<file path="src/inc/ppc_pkg.sv">
// constants, register map and field layout of the parallel port pin control block
package ppc_pkg;

  // pin counts
  localparam int PPC_PA_PINS = 4;
  localparam int PPC_PB_PINS = 8;

  // bus geometry
  localparam int PPC_ADDR_W  = 8;
  localparam int PPC_DATA_W  = 32;

  // register byte offsets
  localparam logic [7:0] PPC_OFS_PA_DATA    = 8'h00;
  localparam logic [7:0] PPC_OFS_PA_DIR     = 8'h04;
  localparam logic [7:0] PPC_OFS_PA_PULL    = 8'h08;
  localparam logic [7:0] PPC_OFS_PA_SLEW    = 8'h0C;
  localparam logic [7:0] PPC_OFS_PB_DATA    = 8'h10;
  localparam logic [7:0] PPC_OFS_PB_DIR     = 8'h14;
  localparam logic [7:0] PPC_OFS_PB_DRIVE   = 8'h18;
  localparam logic [7:0] PPC_OFS_PB_IRQCTL  = 8'h1C;
  localparam logic [7:0] PPC_OFS_PB_IRQPIN  = 8'h20;
  localparam logic [7:0] PPC_OFS_PB_EDGE    = 8'h24;
  localparam logic [7:0] PPC_OFS_PB_PULL    = 8'h28;
  localparam logic [7:0] PPC_OFS_IRQ_STATUS = 8'h2C;
  localparam logic [7:0] PPC_OFS_IRQ_MASK   = 8'h30;

  // port b pin interrupt control fields
  localparam int PPC_IRQCTL_FLAG = 3;
  localparam int PPC_IRQCTL_ACK  = 2;
  localparam int PPC_IRQCTL_IE   = 1;
  localparam int PPC_IRQCTL_MODE = 0;

  // sticky status bits
  localparam int PPC_ST_W        = 2;
  localparam int PPC_ST_PB_DET   = 0;
  localparam int PPC_ST_PA_CHG   = 1;

  // reset values
  localparam logic RST_BIT = 1'b0;
  localparam logic [PPC_PA_PINS-1:0] PPC_RST_PA = 4'h0;
  localparam logic [PPC_PB_PINS-1:0] PPC_RST_PB = 8'h00;
  localparam logic [PPC_ST_W-1:0]    PPC_RST_ST = 2'h0;

endpackage

</file>
<file path="src/design/ppc_top.sv">
// parallel port pin control: direction, buffers, pulls, slew, drive and port b pin interrupt
//
// The placing of the registers and the Avalon-MM slave port were left to the implementer.
`timescale 1ns/1ps

module ppc_top
  import ppc_pkg::*;
#(
  parameter int PA_W = PPC_PA_PINS,
  parameter int PB_W = PPC_PB_PINS,
  parameter logic [PPC_PA_PINS-1:0] PA_OUT_ONLY = 4'h0,
  parameter logic [PPC_PB_PINS-1:0] PB_OUT_ONLY = 8'h00
)(
  // clock and reset
  input  wire logic                  clock,
  input  wire logic                  rstn,
  // avalon-mm slave
  input  wire logic [PPC_ADDR_W-1:0] address,
  input  wire logic                  read,
  input  wire logic                  write,
  input  wire logic [PPC_DATA_W-1:0] writedata,
  input  wire logic [3:0]            byteenable,
  output logic      [PPC_DATA_W-1:0] readdata,
  output logic                       waitrequest,
  // interrupts
  output logic                       irq,
  output logic                       portb_irq_request,
  // port a pins
  input  wire logic [PA_W-1:0]       pin_a_in,
  output logic      [PA_W-1:0]       pin_a_out,
  output logic      [PA_W-1:0]       pin_a_oe_n,
  output logic      [PA_W-1:0]       pin_a_ie,
  output logic      [PA_W-1:0]       pin_a_pull_en,
  output logic      [PA_W-1:0]       pin_a_slew_en,
  // port b pins
  input  wire logic [PB_W-1:0]       pin_b_in,
  output logic      [PB_W-1:0]       pin_b_out,
  output logic      [PB_W-1:0]       pin_b_oe_n,
  output logic      [PB_W-1:0]       pin_b_ie,
  output logic      [PB_W-1:0]       pin_b_pull_en,
  output logic      [PB_W-1:0]       pin_b_pull_up,
  output logic      [PB_W-1:0]       pin_b_high_drive,
  // on-chip peripherals sharing port a
  input  wire logic [PA_W-1:0]       periph_a_en,
  input  wire logic [PA_W-1:0]       periph_a_oe,
  input  wire logic [PA_W-1:0]       periph_a_do,
  input  wire logic [PA_W-1:0]       analog_a_en,
  output logic      [PA_W-1:0]       periph_a_di,
  // on-chip peripherals sharing port b
  input  wire logic [PB_W-1:0]       periph_b_en,
  input  wire logic [PB_W-1:0]       periph_b_oe,
  input  wire logic [PB_W-1:0]       periph_b_do,
  input  wire logic [PB_W-1:0]       analog_b_en,
  output logic      [PB_W-1:0]       periph_b_di
);

  // data read source per bit: latch when output, buffered pin otherwise
  function automatic logic pin_read(input logic dir, input logic latch,
                                    input logic ie, input logic pin);
    pin_read = dir ? latch : (ie & pin);
  endfunction

  // two-stage pin synchronisers
  logic [PA_W-1:0] a_meta_q, a_sync_q, a_prev_q;
  logic [PB_W-1:0] b_meta_q, b_sync_q, b_act_prev_q;
  logic [2:0]      warm_q;

  // software state
  logic [PA_W-1:0] pa_data_q, pa_data_d, pa_dir_q, pa_dir_d;
  logic [PA_W-1:0] pa_pull_q, pa_pull_d, pa_slew_q, pa_slew_d;
  logic [PB_W-1:0] pb_data_q, pb_data_d, pb_dir_q, pb_dir_d;
  logic [PB_W-1:0] pb_drive_q, pb_drive_d, pb_pull_q, pb_pull_d;
  logic [PB_W-1:0] pb_irqpin_q, pb_irqpin_d, pb_edge_q, pb_edge_d;
  logic            pb_ie_q, pb_ie_d, pb_mode_q, pb_mode_d, pb_flag_q, pb_flag_d;
  logic [PPC_ST_W-1:0] st_q, st_d, mask_q, mask_d;
  logic                  wait_q, wait_d;
  logic [PPC_DATA_W-1:0] rdata_q, rdata_d;

  // pin outputs
  logic [PA_W-1:0] a_out_d, a_oe_n_d, a_ie_d, a_pull_d, a_slew_d;
  logic [PA_W-1:0] a_out_q, a_oe_n_q, a_ie_q, a_pull_q, a_slew_q, a_di_q;
  logic [PB_W-1:0] b_out_d, b_oe_n_d, b_ie_d, b_pull_d, b_pu_d, b_hd_d;
  logic [PB_W-1:0] b_out_q, b_oe_n_q, b_ie_q, b_pull_q, b_pu_q, b_hd_q, b_di_q;
  logic            irq_q, irq_d, pbreq_q, pbreq_d;

  // combinational helpers
  logic [PA_W-1:0] a_drv, a_ibuf, a_rd;
  logic [PB_W-1:0] b_drv, b_ibuf, b_act, b_edge, b_rd;
  logic            wr_fire, rd_load, wr_lane0, pb_event, pa_event;

  // buffer control per pin
  always_comb
  begin
    a_drv  = '0;
    a_ibuf = '0;
    for (int i = 0; i < PA_W; i++)
    begin
      if (analog_a_en[i])
      begin
        a_out_d[i]  = RST_BIT;
        a_oe_n_d[i] = 1'b1;
      end
      else if (periph_a_en[i])
      begin
        a_out_d[i]  = periph_a_do[i];
        a_oe_n_d[i] = ~periph_a_oe[i];
        a_drv[i]    = periph_a_oe[i];
      end
      else
      begin
        a_out_d[i]  = pa_data_q[i];
        a_oe_n_d[i] = ~pa_dir_q[i];
        a_drv[i]    = pa_dir_q[i];
      end
      a_ibuf[i]   = ~analog_a_en[i] & ~PA_OUT_ONLY[i];
      a_ie_d[i]   = a_ibuf[i];
      a_rd[i]     = pin_read(pa_dir_q[i], pa_data_q[i], a_ibuf[i], a_sync_q[i]);
      a_pull_d[i] = pa_pull_q[i] & ~a_drv[i] & ~analog_a_en[i];
      a_slew_d[i] = pa_slew_q[i] & a_drv[i];
    end
    b_drv  = '0;
    b_ibuf = '0;
    for (int i = 0; i < PB_W; i++)
    begin
      if (analog_b_en[i])
      begin
        b_out_d[i]  = RST_BIT;
        b_oe_n_d[i] = 1'b1;
      end
      else if (periph_b_en[i])
      begin
        b_out_d[i]  = periph_b_do[i];
        b_oe_n_d[i] = ~periph_b_oe[i];
        b_drv[i]    = periph_b_oe[i];
      end
      else
      begin
        b_out_d[i]  = pb_data_q[i];
        b_oe_n_d[i] = ~pb_dir_q[i];
        b_drv[i]    = pb_dir_q[i];
      end
      b_ibuf[i]   = ~analog_b_en[i] & ~PB_OUT_ONLY[i];
      b_ie_d[i]   = b_ibuf[i];
      b_rd[i]     = pin_read(pb_dir_q[i], pb_data_q[i], b_ibuf[i], b_sync_q[i]);
      b_pull_d[i] = pb_pull_q[i] & ~b_drv[i] & ~analog_b_en[i];
      b_pu_d[i]   = ~pb_edge_q[i];
      b_hd_d[i]   = pb_drive_q[i] & b_drv[i];
    end
  end

  // port b detection and port a change events
  always_comb
  begin
    for (int i = 0; i < PB_W; i++)
    begin
      // rising/high when edge-select is one, falling/low otherwise
      b_act[i] = b_ibuf[i] & ~(b_sync_q[i] ^ pb_edge_q[i]);
    end
    b_edge   = b_act & ~b_act_prev_q;
    // no events until the sync history holds real pin levels, so reset makes no false edge
    pb_event = warm_q[2] & (pb_mode_q ? |(pb_irqpin_q & (b_act | b_edge))
                                      : |(pb_irqpin_q & b_edge));
    pa_event = warm_q[2] & |((a_sync_q ^ a_prev_q) & a_ibuf & ~a_drv);
  end

  // avalon-mm access: one wait cycle, then answer
  always_comb
  begin
    wr_fire  = write & ~wait_q;
    rd_load  = read & wait_q;
    wr_lane0 = wr_fire & byteenable[0];
    wait_d   = ~((read | write) & wait_q);
    rdata_d  = rdata_q;
    if (rd_load)
    begin
      rdata_d = '0;
      unique case (address)
        PPC_OFS_PA_DATA:    rdata_d[PA_W-1:0] = a_rd;
        PPC_OFS_PA_DIR:     rdata_d[PA_W-1:0] = pa_dir_q;
        PPC_OFS_PA_PULL:    rdata_d[PA_W-1:0] = pa_pull_q;
        PPC_OFS_PA_SLEW:    rdata_d[PA_W-1:0] = pa_slew_q;
        PPC_OFS_PB_DATA:    rdata_d[PB_W-1:0] = b_rd;
        PPC_OFS_PB_DIR:     rdata_d[PB_W-1:0] = pb_dir_q;
        PPC_OFS_PB_DRIVE:   rdata_d[PB_W-1:0] = pb_drive_q;
        PPC_OFS_PB_IRQCTL:
        begin
          rdata_d[PPC_IRQCTL_FLAG] = pb_flag_q;
          rdata_d[PPC_IRQCTL_ACK]  = 1'b0;
          rdata_d[PPC_IRQCTL_IE]   = pb_ie_q;
          rdata_d[PPC_IRQCTL_MODE] = pb_mode_q;
        end
        PPC_OFS_PB_IRQPIN:  rdata_d[PB_W-1:0] = pb_irqpin_q;
        PPC_OFS_PB_EDGE:    rdata_d[PB_W-1:0] = pb_edge_q;
        PPC_OFS_PB_PULL:    rdata_d[PB_W-1:0] = pb_pull_q;
        PPC_OFS_IRQ_STATUS: rdata_d[PPC_ST_W-1:0] = st_q;
        PPC_OFS_IRQ_MASK:   rdata_d[PPC_ST_W-1:0] = mask_q;
        default:            rdata_d = '0;
      endcase
    end
  end

  // register writes, flag and status updates
  always_comb
  begin
    pa_data_d   = pa_data_q;
    pa_dir_d    = pa_dir_q;
    pa_pull_d   = pa_pull_q;
    pa_slew_d   = pa_slew_q;
    pb_data_d   = pb_data_q;
    pb_dir_d    = pb_dir_q;
    pb_drive_d  = pb_drive_q;
    pb_irqpin_d = pb_irqpin_q;
    pb_edge_d   = pb_edge_q;
    pb_pull_d   = pb_pull_q;
    pb_ie_d     = pb_ie_q;
    pb_mode_d   = pb_mode_q;
    pb_flag_d   = pb_flag_q;
    st_d        = st_q;
    mask_d      = mask_q;
    if (wr_lane0)
    begin
      unique case (address)
        PPC_OFS_PA_DATA:   pa_data_d   = writedata[PA_W-1:0];
        PPC_OFS_PA_DIR:    pa_dir_d    = writedata[PA_W-1:0];
        PPC_OFS_PA_PULL:   pa_pull_d   = writedata[PA_W-1:0];
        PPC_OFS_PA_SLEW:   pa_slew_d   = writedata[PA_W-1:0];
        PPC_OFS_PB_DATA:   pb_data_d   = writedata[PB_W-1:0];
        PPC_OFS_PB_DIR:    pb_dir_d    = writedata[PB_W-1:0];
        PPC_OFS_PB_DRIVE:  pb_drive_d  = writedata[PB_W-1:0];
        PPC_OFS_PB_IRQPIN: pb_irqpin_d = writedata[PB_W-1:0];
        PPC_OFS_PB_EDGE:   pb_edge_d   = writedata[PB_W-1:0];
        PPC_OFS_PB_PULL:   pb_pull_d   = writedata[PB_W-1:0];
        PPC_OFS_PB_IRQCTL:
        begin
          pb_ie_d   = writedata[PPC_IRQCTL_IE];
          pb_mode_d = writedata[PPC_IRQCTL_MODE];
          if (writedata[PPC_IRQCTL_ACK])
          begin
            pb_flag_d = 1'b0;
          end
        end
        PPC_OFS_IRQ_STATUS: st_d   = st_q & ~writedata[PPC_ST_W-1:0];
        PPC_OFS_IRQ_MASK:   mask_d = writedata[PPC_ST_W-1:0];
        default:            pa_data_d = pa_data_q;
      endcase
    end
    // detection wins over a simultaneous acknowledge or clear
    if (pb_event)
    begin
      pb_flag_d = 1'b1;
      st_d[PPC_ST_PB_DET] = 1'b1;
    end
    if (pa_event)
    begin
      st_d[PPC_ST_PA_CHG] = 1'b1;
    end
    pbreq_d = pb_flag_q & pb_ie_q;
    irq_d   = |(st_q & mask_q);
  end

  // software state and bus answer
  always_ff @(posedge clock or negedge rstn)
  begin
    if (!rstn)
    begin
      pa_data_q   <= PPC_RST_PA;
      pa_dir_q    <= PPC_RST_PA;
      pa_pull_q   <= PPC_RST_PA;
      pa_slew_q   <= PPC_RST_PA;
      pb_data_q   <= PPC_RST_PB;
      pb_dir_q    <= PPC_RST_PB;
      pb_drive_q  <= PPC_RST_PB;
      pb_irqpin_q <= PPC_RST_PB;
      pb_edge_q   <= PPC_RST_PB;
      pb_pull_q   <= PPC_RST_PB;
      pb_ie_q     <= RST_BIT;
      pb_mode_q   <= RST_BIT;
      pb_flag_q   <= RST_BIT;
      st_q        <= PPC_RST_ST;
      mask_q      <= PPC_RST_ST;
      wait_q      <= 1'b1;
      rdata_q     <= '0;
    end
    else
    begin
      pa_data_q   <= pa_data_d;
      pa_dir_q    <= pa_dir_d;
      pa_pull_q   <= pa_pull_d;
      pa_slew_q   <= pa_slew_d;
      pb_data_q   <= pb_data_d;
      pb_dir_q    <= pb_dir_d;
      pb_drive_q  <= pb_drive_d;
      pb_irqpin_q <= pb_irqpin_d;
      pb_edge_q   <= pb_edge_d;
      pb_pull_q   <= pb_pull_d;
      pb_ie_q     <= pb_ie_d;
      pb_mode_q   <= pb_mode_d;
      pb_flag_q   <= pb_flag_d;
      st_q        <= st_d;
      mask_q      <= mask_d;
      wait_q      <= wait_d;
      rdata_q     <= rdata_d;
    end
  end

  // synchronisers, registered pin and interrupt outputs
  always_ff @(posedge clock or negedge rstn)
  begin
    if (!rstn)
    begin
      a_meta_q     <= PPC_RST_PA;
      a_sync_q     <= PPC_RST_PA;
      a_prev_q     <= PPC_RST_PA;
      b_meta_q     <= PPC_RST_PB;
      b_sync_q     <= PPC_RST_PB;
      b_act_prev_q <= PPC_RST_PB;
      warm_q       <= '0;
      a_out_q  <= PPC_RST_PA;
      a_oe_n_q <= ~PPC_RST_PA;
      a_ie_q   <= ~PPC_RST_PA;
      a_pull_q <= PPC_RST_PA;
      a_slew_q <= PPC_RST_PA;
      a_di_q   <= PPC_RST_PA;
      b_out_q  <= PPC_RST_PB;
      b_oe_n_q <= ~PPC_RST_PB;
      b_ie_q   <= ~PPC_RST_PB;
      b_pull_q <= PPC_RST_PB;
      b_pu_q   <= ~PPC_RST_PB;
      b_hd_q   <= PPC_RST_PB;
      b_di_q   <= PPC_RST_PB;
      irq_q    <= RST_BIT;
      pbreq_q  <= RST_BIT;
    end
    else
    begin
      a_meta_q     <= pin_a_in;
      a_sync_q     <= a_meta_q;
      a_prev_q     <= a_sync_q;
      b_meta_q     <= pin_b_in;
      b_sync_q     <= b_meta_q;
      b_act_prev_q <= b_act;
      warm_q       <= {warm_q[1:0], 1'b1};
      a_out_q  <= a_out_d;
      a_oe_n_q <= a_oe_n_d;
      a_ie_q   <= a_ie_d;
      a_pull_q <= a_pull_d;
      a_slew_q <= a_slew_d;
      a_di_q   <= a_sync_q & a_ibuf;
      b_out_q  <= b_out_d;
      b_oe_n_q <= b_oe_n_d;
      b_ie_q   <= b_ie_d;
      b_pull_q <= b_pull_d;
      b_pu_q   <= b_pu_d;
      b_hd_q   <= b_hd_d;
      b_di_q   <= b_sync_q & b_ibuf;
      irq_q    <= irq_d;
      pbreq_q  <= pbreq_d;
    end
  end

  assign readdata          = rdata_q;
  assign waitrequest       = wait_q;
  assign irq               = irq_q;
  assign portb_irq_request = pbreq_q;
  assign pin_a_out         = a_out_q;
  assign pin_a_oe_n        = a_oe_n_q;
  assign pin_a_ie          = a_ie_q;
  assign pin_a_pull_en     = a_pull_q;
  assign pin_a_slew_en     = a_slew_q;
  assign periph_a_di       = a_di_q;
  assign pin_b_out         = b_out_q;
  assign pin_b_oe_n        = b_oe_n_q;
  assign pin_b_ie          = b_ie_q;
  assign pin_b_pull_en     = b_pull_q;
  assign pin_b_pull_up     = b_pu_q;
  assign pin_b_high_drive  = b_hd_q;
  assign periph_b_di       = b_di_q;

endmodule // ppc_top

</file>
<file path="config.mk">
export PLATFORM = sky130hd
export DESIGN_NAME = ppc_top
export DESIGN_NICKNAME = d
export VERILOG_FILES = /design/src/inc/ppc_pkg.sv /design/src/design/ppc_top.sv
export SDC_FILE = /design/constraint.sdc
export NUM_CORES = 1
export LEC_CHECK = 0
export BUFFER_PORTS_ARGS = -buffer_cell sky130_fd_sc_hd__clkbuf_2
export CAP_MARGIN = 5
export CORE_MARGIN = 10
export CORE_UTILIZATION = 47
export DETAILED_ROUTE_END_ITERATION = 8
export GPL_TIMING_DRIVEN = 0
export PLACE_DENSITY = 0.76
export SLEW_MARGIN = 20
export SYNTH_ARGS = -nofsm -noshare
export SYNTH_HDL_FRONTEND = slang
export SYNTH_SLANG_ARGS = --single-unit
</file>
<file path="constraint.sdc">
create_clock -name clock -period 1.6 [get_ports clock]
set_input_delay 0.16 -clock clock [delete_from_list [all_inputs] [get_ports clock]]
set_output_delay 0.16 -clock clock [all_outputs]
set_load 0.02 [all_outputs]
</file>
==> results of run 1 <==
==> worst reg2reg max path, cell delays in order, from the launching register on <==
cell and delay [ps]:
sky130_fd_sc_hd__dfrtp_2 430, sky130_fd_sc_hd__xnor2_2 150, sky130_fd_sc_hd__and4b_1 180, sky130_fd_sc_hd__or4_4 530, sky130_fd_sc_hd__nor3_4 140, sky130_fd_sc_hd__o31ai_1 100
==> power groups by stage <==
stage | combinational, mW | sequential, mW | clock, mW
3_5_place_dp | 0.894 | 5.45 | 0
3_3_place_gp | 0.863 | 5.44 | 0
2_1_floorplan | 0.376 | 5.52 | 0
6_report | 1.04 | 5.37 | 5.16
5_1_grt | 1.13 | 5.38 | 5.45
4_1_cts | 1.02 | 5.36 | 5.23
==> kinds of logic (layout without fill, tap and decap cells) <==
group / after synthesis / after routing / share of synthesized area [%]
flip-flops: 201 / 201 / 62.4
AND/OR/NAND/NOR: 160 / 160 / 10.7
multiplexers: 108 / 108 / 14.5
buffers and inverters: 82 / 366 / 5.00
AO/OA/AOI/OAI: 71 / 71 / 5.99
XOR/XNOR: 12 / 12 / 1.29
other: 2 / 25 / 0.0924
==> per-layer routing <==
metal	up-vias	share of wire (%)	global-route usage, %
li1	2757	-	-
met1	2965	40	24.8
met2	272	50	32.3
met3	56	7.7	3.86
met4	0	2.4	6.21
met5	-	0	0
==> layout by cell type, fill, tap and decap left out, types with 5 or more instances in the layout <==
cell / count
sky130_fd_sc_hd__nand4_1: 5
sky130_fd_sc_hd__conb_1: 25
sky130_fd_sc_hd__clkbuf_1: 12
sky130_fd_sc_hd__nand2_1: 27
sky130_fd_sc_hd__clkbuf_2: 168
sky130_fd_sc_hd__nand3b_1: 5
sky130_fd_sc_hd__o22ai_1: 6
sky130_fd_sc_hd__nor2_1: 41
sky130_fd_sc_hd__nor2b_1: 7
sky130_fd_sc_hd__clkbuf_16: 23
sky130_fd_sc_hd__dfstp_2: 33
sky130_fd_sc_hd__mux2i_1: 41
sky130_fd_sc_hd__dlygate4sd3_1: 60
sky130_fd_sc_hd__o21ai_0: 21
sky130_fd_sc_hd__inv_1: 42
sky130_fd_sc_hd__a21oi_1: 6
sky130_fd_sc_hd__and3_1: 13
sky130_fd_sc_hd__clkbuf_8: 9
sky130_fd_sc_hd__mux2_2: 66
sky130_fd_sc_hd__and2_1: 14
sky130_fd_sc_hd__buf_4: 38
sky130_fd_sc_hd__o41ai_1: 6
sky130_fd_sc_hd__buf_2: 6
sky130_fd_sc_hd__a22oi_1: 6
sky130_fd_sc_hd__nor3_1: 5
sky130_fd_sc_hd__dfrtp_1: 167
sky130_fd_sc_hd__xor2_1: 6
sky130_fd_sc_hd__nand3_1: 11
sky130_fd_sc_hd__or2_2: 5
==> state kept, by name (all words and copies together) (netlist names), 8 cells and up <==
register / count
pb_drive_q: 8
readdata: 8
periph_b_di: 8
pin_b_pull_up: 8
pb_dir_q: 8
b_meta_q: 8
pb_pull_q: 8
pb_irqpin_q: 8
pin_b_oe_n: 8
pin_b_pull_en: 8
pb_data_q: 8
pb_edge_q: 8
pin_b_ie: 8
pin_b_high_drive: 8
b_sync_q: 8
pin_b_out: 8
b_act_prev_q: 8
==> how the worst max path moves through the flow <==
stage,to,start,depth (start not counted)
after floorplan,pa_data_q[0],address[5],5
after global placement,b_sync_q[4],rstn,1
after detailed placement,pb_dir_q[0],address[4],5
after CTS,pb_flag_q,b_sync_q[6],5
after global routing,st_q[0],b_sync_q[2],5
final,pb_flag_q,pb_edge_q[2],5
==> layout make-up <==
cell class,instances,share of cell area (%)
Timing Repair Buffer,244,14.6
Buffer,40,2.36
Clock buffer,36,6.39
Multi-Input combinational cell,376,26.2
Inverter,42,1.43
Tap cell,225,2.55
Sequential cell,201,46.0
Clock inverter,4,0.443
==> stage by stage <==
step	setup TNS [ps]	cell area (µm²)	power, mW	instances	setup slack (ps)
2_1_floorplan	-806	8240	5.89	659	-138
3_3_place_gp	-672140	9360	6.31	1052	-3330
3_5_place_dp	-48950	9420	6.35	1054	-912
4_1_cts	-260	10900	11.6	1166	-132
5_1_grt	-217	11000	12.0	1168	-98.2
6_report	-90.0	11000	11.6	1168	-50.1
==> what timing repair did <==
item,in CTS,in global routing
buffers inserted,12,2
hold endpoints to repair,265,0
pin swaps,5,10
resized for setup,11,18
hold buffers,60,0
setup endpoints to repair,59,25
==> report_table.html, run 1 <==
<table>
<tr><th>Metric</th><th>Value</th></tr>
<tr><th colspan="2">Finish</th></tr>
<tr><td>Fillers</td><td>around 1300</td></tr>
<tr><td>Layout-stage area growth over the synthesis result</td><td>35.7%</td></tr>
<tr><td>Proportion of layout cells with a drive suffix above 1</td><td>between 40 and 50%</td></tr>
<tr><td>Final Util</td><td>about 64%</td></tr>
<tr><td>Area occupied by registers</td><td>about 0.005 mm²</td></tr>
<tr><td>Total number of nets in the final design</td><td>1035</td></tr>
<tr><td>Number of antenna repair diodes</td><td>0</td></tr>
<tr><td>Area of the multi-input gates</td><td>0.00289 mm²</td></tr>
<tr><th colspan="2">Pwr</th></tr>
<tr><td>Worst IR drop on VDD</td><td>0.770 mV</td></tr>
<tr><td>NetSw</td><td>around 2.7 mW</td></tr>
<tr><td>Combinational group share of total power</td><td>around 9.0%</td></tr>
<tr><td>Internal power summed over all cells</td><td>around 8.9 mW</td></tr>
<tr><td>Proportion of power drawn by flip-flops and latches</td><td>between 40 and 50%</td></tr>
<tr><td>Clock group share of total power</td><td>44.6%</td></tr>
<tr><td>Switching part of the total</td><td>a little under a quarter</td></tr>
<tr><td>Static leakage</td><td>about 5.5 nW</td></tr>
<tr><td>PwrDens</td><td>approximately 1000 mW/mm²</td></tr>
<tr><th colspan="2">Route</th></tr>
<tr><td>Vias after detailed routing</td><td>between 6000 and 7000</td></tr>
<tr><td>Total Routed Length</td><td>between 20000 and 25000 µm</td></tr>
<tr><td>Vias per inst</td><td>slightly above 5</td></tr>
<tr><td>Detail Route Antenna Nets</td><td>0</td></tr>
<tr><td>TritonRoute pass-1 iters</td><td>4</td></tr>
<tr><td>Detail-routed net length per standard cell</td><td>19.3 µm</td></tr>
<tr><td>Number of remaining DRC errors</td><td>0</td></tr>
<tr><td>DRC violation total after the first TritonRoute iteration</td><td>427</td></tr>
<tr><th colspan="2">Synthesis</th></tr>
<tr><td>Share of flip-flops with an asynchronous set or reset after synthesis</td><td>between 90% and 100%</td></tr>
<tr><td>Average size of a mapped cell</td><td>12.8 µm²</td></tr>
<tr><td>Top cells by instance count after synthesis</td><td>168 x sky130_fd_sc_hd__dfrtp_1, 66 x sky130_fd_sc_hd__mux2_2, 42 x sky130_fd_sc_hd__inv_1, 42 x sky130_fd_sc_hd__nor2_1, 41 x sky130_fd_sc_hd__mux2i_1</td></tr>
<tr><td>Proportion of netlist area held by the largest area contributor</td><td>51.7%</td></tr>
<tr><td>Synth Register Bits</td><td>approximately 200</td></tr>
<tr><td>Top_reg_cell synth</td><td>sky130_fd_sc_hd__dfrtp_1</td></tr>
<tr><td>Share of the yosys chip area belonging to registers</td><td>a little over three fifths</td></tr>
<tr><td>Synth warnings</td><td>0</td></tr>
<tr><td>Summed instance area of the synthesized netlist</td><td>0.00813 mm²</td></tr>
<tr><td>Count of different cell masters after synthesis</td><td>between 50 and 60</td></tr>
<tr><td>Most frequent cell after synthesis</td><td>sky130_fd_sc_hd__dfrtp_1</td></tr>
<tr><td>Synthesized instance count</td><td>between 600 and 700</td></tr>
<tr><td>Number of synthesized flops with an enable pin</td><td>0</td></tr>
<tr><td>Biggest area consumer among synthesized cells</td><td>sky130_fd_sc_hd__dfrtp_1</td></tr>
<tr><td>Ranking of synthesized cells by area</td><td>sky130_fd_sc_hd__dfrtp_1 52%, sky130_fd_sc_hd__dfstp_2 11%, sky130_fd_sc_hd__mux2_2 9.1%, sky130_fd_sc_hd__mux2i_1 5.1%, sky130_fd_sc_hd__buf_4 2.2%</td></tr>
<tr><th colspan="2">Die</th></tr>
<tr><td>Area of the placeable core</td><td>about 0.017 mm²</td></tr>
<tr><td>Area of the die</td><td>~0.023 mm²</td></tr>
<tr><td>Starting Density</td><td>a little under half</td></tr>
<tr><td>Number of ports placed on the die boundary</td><td>about 220</td></tr>
<tr><td>Die Wd</td><td>roughly 150 µm</td></tr>
<tr><td>Y dimension of the die</td><td>between 150 and 200 µm</td></tr>
<tr><td>Placement Rows</td><td>between 40 and 50</td></tr>
<tr><th colspan="2">CTS</th></tr>
<tr><td>Insertion delay to the later sink of the worst-skew pair</td><td>approximately 500 ps</td></tr>
<tr><td>CTS clock-pin slew for the worst setup and hold paths</td><td>approximately 50 ps</td></tr>
<tr><td>Number of buffers created by CTS</td><td>22</td></tr>
<tr><td>Buffer type at the clock tree root</td><td>sky130_fd_sc_hd__clkbuf_16</td></tr>
<tr><td>TritonCTS clock tree</td><td>yes</td></tr>
<tr><td>Maximum buffer depth of the clock tree</td><td>3</td></tr>
<tr><td>CTS H-Tree Depth</td><td>1</td></tr>
<tr><td>Total number of clock tree sinks</td><td>between 200 and 250</td></tr>
<tr><th colspan="2">Worst setup path</th></tr>
<tr><td>Crit-path slowest cell</td><td>sky130_fd_sc_hd__or4_4</td></tr>
<tr><td>Class of the most critical setup path</td><td>register to register</td></tr>
<tr><td>Critical path buffers and inverters</td><td>0</td></tr>
<tr><td>Nature of the critical path startpoint</td><td>register</td></tr>
<tr><td>Largest fanout on the critical path</td><td>3</td></tr>
<tr><td>Worst reg2reg path startpoint</td><td>pb_edge_q[2]</td></tr>
<tr><td>WP data required</td><td>around 2000 ps</td></tr>
<tr><td>Crit path max-delay family</td><td>simple AND/OR/NAND/NOR gates</td></tr>
<tr><td>Capturing element type of the critical path</td><td>register</td></tr>
<tr><td>Worst path arrival time</td><td>roughly 2000 ps</td></tr>
<tr><td>Cell-by-cell trace of the critical path</td><td>xnor2_2, and4b_1, or4_4, nor3_4, o31ai_1</td></tr>
<tr><td>Worst reg-to-reg setup slack</td><td>-50 ps</td></tr>
<tr><td>Critical Path Max Stage Delay</td><td>530 ps</td></tr>
<tr><td>Critical register-to-register path endpoint</td><td>pb_flag_q</td></tr>
<tr><td>Worst Reg2Reg Path Length in Cells</td><td>5</td></tr>
<tr><th colspan="2">GRT</th></tr>
<tr><td>First-pass GRT wire length</td><td>34800 µm</td></tr>
<tr><td>Maximum number of pins on one net before global-route repair</td><td>86</td></tr>
<tr><td>Gr usage total</td><td>between 15 and 20%</td></tr>
<tr><td>Number of antenna violations at the first check in global routing</td><td>0</td></tr>
<tr><td>Vias in the first global route</td><td>6246</td></tr>
<tr><td>Total global routing overflow</td><td>0</td></tr>
<tr><th colspan="2">Min path</th></tr>
<tr><td>Min-Delay Path Depth</td><td>4</td></tr>
<tr><td>Hold wc startpoint</td><td>periph_b_oe[7]</td></tr>
<tr><td>Worst hold path class</td><td>primary input to register</td></tr>
<tr><td>Capture endpoint of the worst hold path</td><td>pin_b_oe_n[7]</td></tr>
<tr><th colspan="2">STA</th></tr>
<tr><td>Time the final worst path needs with I/O delays and setup</td><td>~1700 ps</td></tr>
<tr><td>Worst Slack Setup Final</td><td>-50.1 ps</td></tr>
<tr><td>Number of setup violations in the final report</td><td>2</td></tr>
<tr><td>Worst Hold Margin</td><td>between 20 and 30 ps</td></tr>
<tr><td>Final Cycle Share</td><td>103%</td></tr>
<tr><td>Post-route clock skew</td><td>about 12 ps</td></tr>
<tr><td>Number of hold violations in the final report</td><td>0</td></tr>
<tr><td>Worst rel slew slack</td><td>56.0%</td></tr>
<tr><td>Slew @ Worst Pin</td><td>656 ps</td></tr>
<tr><td>Max Slew Vio Count</td><td>0</td></tr>
<tr><td>Unrepaired setup endpoints after global routing</td><td>yes</td></tr>
<tr><td>Highest attainable clock frequency</td><td>606 MHz</td></tr>
<tr><th colspan="2">Run status</th></tr>
<tr><td>Violated checks</td><td>negative setup slack</td></tr>
<tr><td>Status</td><td>complete, but fails checks</td></tr>
<tr><th colspan="2">Job</th></tr>
<tr><td>Maximum Capacitance Violations</td><td>0</td></tr>
<tr><th colspan="2">Place</th></tr>
<tr><td>Count of input and output buffers</td><td>roughly 170</td></tr>
<tr><td>Routability cong.</td><td>about 0.95</td></tr>
<tr><td>HPWL after detailed placement</td><td>approximately 16000 µm</td></tr>
</table>
No activity file was read; power rests on OpenSTA's default activity.
==> run 2: changes to the inputs <==
--- a/config.mk
+++ b/config.mk
@@ -8,10 +8,10 @@
 export BUFFER_PORTS_ARGS = -buffer_cell sky130_fd_sc_hd__clkbuf_2
 export CAP_MARGIN = 5
 export CORE_MARGIN = 10
-export CORE_UTILIZATION = 47
+export CORE_UTILIZATION = 56
 export DETAILED_ROUTE_END_ITERATION = 8
 export GPL_TIMING_DRIVEN = 0
-export PLACE_DENSITY = 0.76
+export PLACE_DENSITY = 0.85
 export SLEW_MARGIN = 20
 export SYNTH_ARGS = -nofsm -noshare
 export SYNTH_HDL_FRONTEND = slang
==> constraint.sdc (replaced) <==
create_clock -name clock -period 1.93 [get_ports clock]
set_input_delay 0.193 -clock clock [delete_from_list [all_inputs] [get_ports clock]]
set_output_delay 0.193 -clock clock [all_outputs]
set_load 0.02 [all_outputs]
==> report_table.html, run 2 (synthesis results as in run 1) <==
<table>
<tr><th>Metric</th><th>Value</th></tr>
<tr><th colspan="2">GRT</th></tr>
<tr><td>Vias in the first global route</td><td>6488 (+3.9%)</td></tr>
<tr><td>Number of antenna violations at the first check in global routing</td><td>0 (unchanged)</td></tr>
<tr><td>Gr usage total</td><td>21.3% (+2.0 points)</td></tr>
<tr><td>First-pass GRT wire length</td><td>34200 µm (-1.9%)</td></tr>
<tr><td>Maximum number of pins on one net before global-route repair</td><td>94 (+9.3%)</td></tr>
<tr><td>Total global routing overflow</td><td>0 (unchanged)</td></tr>
<tr><th colspan="2">Job</th></tr>
<tr><td>Maximum Capacitance Violations</td><td>0 (unchanged)</td></tr>
<tr><th colspan="2">Worst setup path</th></tr>
<tr><td>WP data required</td><td>2280 ps (+320 ps)</td></tr>
<tr><td>Worst path arrival time</td><td>2260 ps (+250 ps)</td></tr>
<tr><td>Nature of the critical path startpoint</td><td>primary input</td></tr>
<tr><td>Worst Reg2Reg Path Length in Cells</td><td>4 (-1)</td></tr>
<tr><td>Critical Path Max Stage Delay</td><td>770 ps (+240 ps)</td></tr>
<tr><td>Crit-path slowest cell</td><td>sky130_fd_sc_hd__nor4b_2</td></tr>
<tr><td>Largest fanout on the critical path</td><td>8 (+5)</td></tr>
<tr><td>Capturing element type of the critical path</td><td>register</td></tr>
<tr><td>Worst reg2reg path startpoint</td><td>waitrequest</td></tr>
<tr><td>Cell-by-cell trace of the critical path</td><td>clkbuf_1, nor4b_2, and3_1, buf_2, mux2_2</td></tr>
<tr><td>Critical register-to-register path endpoint</td><td>pb_drive_q[5]</td></tr>
<tr><td>Worst reg-to-reg setup slack</td><td>80 ps (+130 ps)</td></tr>
<tr><td>Class of the most critical setup path</td><td>primary input to register</td></tr>
<tr><th colspan="2">Die</th></tr>
<tr><td>Die Wd</td><td>140 µm (-7.3%)</td></tr>
<tr><td>Starting Density</td><td>57.9% (+10 points)</td></tr>
<tr><td>Y dimension of the die</td><td>140 µm (-7.3%)</td></tr>
<tr><td>Number of ports placed on the die boundary</td><td>223 (unchanged)</td></tr>
<tr><td>Placement Rows</td><td>43 (-10%)</td></tr>
<tr><td>Area of the placeable core</td><td>0.0140 mm² (-18%)</td></tr>
<tr><td>Area of the die</td><td>0.0197 mm² (-14%)</td></tr>
<tr><th colspan="2">Finish</th></tr>
<tr><td>Proportion of layout cells with a drive suffix above 1</td><td>39.1% (-1.7 points)</td></tr>
<tr><td>Area of the multi-input gates</td><td>0.00276 mm² (-4.5%)</td></tr>
<tr><td>Fillers</td><td>918 (-31%)</td></tr>
<tr><td>Total number of nets in the final design</td><td>1003 (-3.1%)</td></tr>
<tr><td>Non-filler instance count after layout</td><td>1088 (-6.8%)</td></tr>
<tr><td>Number of antenna repair diodes</td><td>0 (unchanged)</td></tr>
<tr><td>Layout-stage area growth over the synthesis result</td><td>29.0%</td></tr>
<tr><td>Most common cell after layout, fill and taps aside</td><td>sky130_fd_sc_hd__dfrtp_1</td></tr>
<tr><td>Area occupied by registers</td><td>0.00507 mm² (about the same)</td></tr>
<tr><td>Commonest non-fill, non-tap cells in the layout</td><td>168 x sky130_fd_sc_hd__dfrtp_1, 167 x sky130_fd_sc_hd__clkbuf_2, 66 x sky130_fd_sc_hd__mux2_2</td></tr>
<tr><th colspan="2">Route</th></tr>
<tr><td>Detail-routed net length per standard cell</td><td>20.0 µm (+3.5%)</td></tr>
<tr><td>DRC violation total after the first TritonRoute iteration</td><td>454 (+6.3%)</td></tr>
<tr><td>Vias per inst</td><td>5.47 (+5.6%)</td></tr>
<tr><td>Vias after detailed routing</td><td>5950 (-1.7%)</td></tr>
<tr><td>Number of remaining DRC errors</td><td>0 (unchanged)</td></tr>
<tr><td>Total Routed Length</td><td>21800 µm (-3.6%)</td></tr>
<tr><td>TritonRoute pass-1 iters</td><td>9 (+5)</td></tr>
<tr><td>Detail Route Antenna Nets</td><td>0 (unchanged)</td></tr>
<tr><th colspan="2">STA</th></tr>
<tr><td>Final setup TNS</td><td>0 ps (+90.0 ps)</td></tr>
<tr><td>Post-route clock skew</td><td>8.21 ps (-3.33 ps)</td></tr>
<tr><td>Worst rel slew slack</td><td>43.3% (-13 points)</td></tr>
<tr><td>Max Slew Vio Count</td><td>0 (unchanged)</td></tr>
<tr><td>Highest attainable clock frequency</td><td>525 MHz</td></tr>
<tr><td>Number of setup violations in the final report</td><td>0 (-2)</td></tr>
<tr><td>Time the final worst path needs with I/O delays and setup</td><td>between 1500 and 2000 ps</td></tr>
<tr><td>Slew @ Worst Pin</td><td>848 ps (+192 ps)</td></tr>
<tr><td>Number of hold violations in the final report</td><td>0 (unchanged)</td></tr>
<tr><td>Final Cycle Share</td><td>~99%</td></tr>
<tr><th colspan="2">CTS</th></tr>
<tr><td>Buffer type at the clock tree root</td><td>sky130_fd_sc_hd__clkbuf_16</td></tr>
<tr><td>Insertion delay to the later sink of the worst-skew pair</td><td>480 ps (-20 ps)</td></tr>
<tr><td>TritonCTS clock tree</td><td>yes</td></tr>
<tr><td>CTS clock-pin slew for the worst setup and hold paths</td><td>60 ps (about the same)</td></tr>
<tr><td>Maximum buffer depth of the clock tree</td><td>3 (unchanged)</td></tr>
<tr><td>Total number of clock tree sinks</td><td>201 (unchanged)</td></tr>
<tr><td>CTS H-Tree Depth</td><td>1 (unchanged)</td></tr>
<tr><td>Number of buffers created by CTS</td><td>21 (-4.5%)</td></tr>
<tr><th colspan="2">Pwr</th></tr>
<tr><td>Worst IR drop on VDD</td><td>0.585 mV (-24%)</td></tr>
<tr><td>Static leakage</td><td>5.31 nW (-3.8%)</td></tr>
<tr><td>PwrDens</td><td>874 mW/mm² (-17%)</td></tr>
<tr><th colspan="2">Place</th></tr>
<tr><td>Inst Count DP</td><td>1009 (-4.3%)</td></tr>
<tr><td>Count of input and output buffers</td><td>168 (unchanged)</td></tr>
<tr><td>HPWL after detailed placement</td><td>15700 µm (-2.2%)</td></tr>
<tr><td>Routability cong.</td><td>0.959 (+1.1%)</td></tr>
<tr><th colspan="2">Min path</th></tr>
<tr><td>Worst hold path class</td><td>primary input to register</td></tr>
<tr><td>Hold wc startpoint</td><td>periph_a_do[1]</td></tr>
<tr><td>Min-Delay Path Depth</td><td>3 (-1)</td></tr>
<tr><td>Capture endpoint of the worst hold path</td><td>pin_a_out[1]</td></tr>
<tr><th colspan="2">Run status</th></tr>
<tr><td>Status</td><td>completed</td></tr>
</table>
==> run 2: cell types whose count changed in the layout (fill, tap and decap cells not counted), sizes merged <==
cell         previous run  this run
dlygate4sd3            60        38
clkinv                  2         4
buf                    47        39
inv                    43        42
clkbuf                213       207
==> run 2: worst max-delay path by stage <==
| stage | from | to | slack, ps |
|---|---|---|---|
| after floorplan | address[5] | pa_data_q[0] | 150 |
| after global placement | rstn | pin_b_out[5] | -2970 |
| after detailed placement | address[4] | pb_edge_q[1] | -530 |
| after CTS | address[4] | pb_irqpin_q[6] | 30 |
| after global routing | address[3] | readdata[0] | -20 |
| final | address[3] | pb_drive_q[5] | 20 |
==> run 2: through the flow <==
step           hold slack [ps]  setup WS, ps  instance area [µm²]  utilization (%)  power [mW]
4_1_cts                   3.98          26.4                10400             74.4        9.22
3_5_place_dp              98.0          -528                 9340             66.5        5.25
2_1_floorplan             -103           149                 8210                -        4.88
3_3_place_gp               302         -2970                 9280             66.1        5.22
5_1_grt                   11.5         -19.5                10500             74.6        9.48
6_report                  6.45          24.5                10500             74.6        9.16
==> run 2: timing repair <==
item                       4_1_cts  5_1_grt
gates resized for setup          3        3
hold endpoints to repair       200        0
setup endpoints to repair       40       18
setup buffers                    4        1
pin swaps                        2        1
hold buffers                    38        0
==> run 2: power by group <==
part / internal, mW / switching [mW] / leakage, nW / total, mW
clock network: 2.39 / 1.52 / 0.342 / 3.91
registers: 4.37 / 0.0812 / 2.56 / 4.45
logic: 0.312 / 0.488 / 2.40 / 0.800
==> run 2: final cells by class <==
class / instances / area share, %
sequential: 201 / 48.4
multi-input combinational: 376 / 26.3
buffer: 40 / 2.38
timing repair buffer: 213 / 12.7
clock inverter: 5 / 0.478
tap: 180 / 2.15
inverter: 42 / 1.50
clock buffer: 31 / 6.04
==> run 2: metal layers <==
metal / part of all wire, % / up-vias / global-route usage [%]
met1: 37 / 2932 / 25.0
li1: - / 2683 / -
met4: 3.1 / 0 / 6.63
met2: 50 / 276 / 37.0
met3: 9.3 / 59 / 6.02
met5: 0 / - / 0
==> run 2: critical path, delay by kind of cell <==
| family | cells | cell delay, ps |
|---|---|---|
| buffers and inverters | 2 | 620 |
| and+or+nand+nor | 2 | 1050 |
| muxes | 1 | 390 |
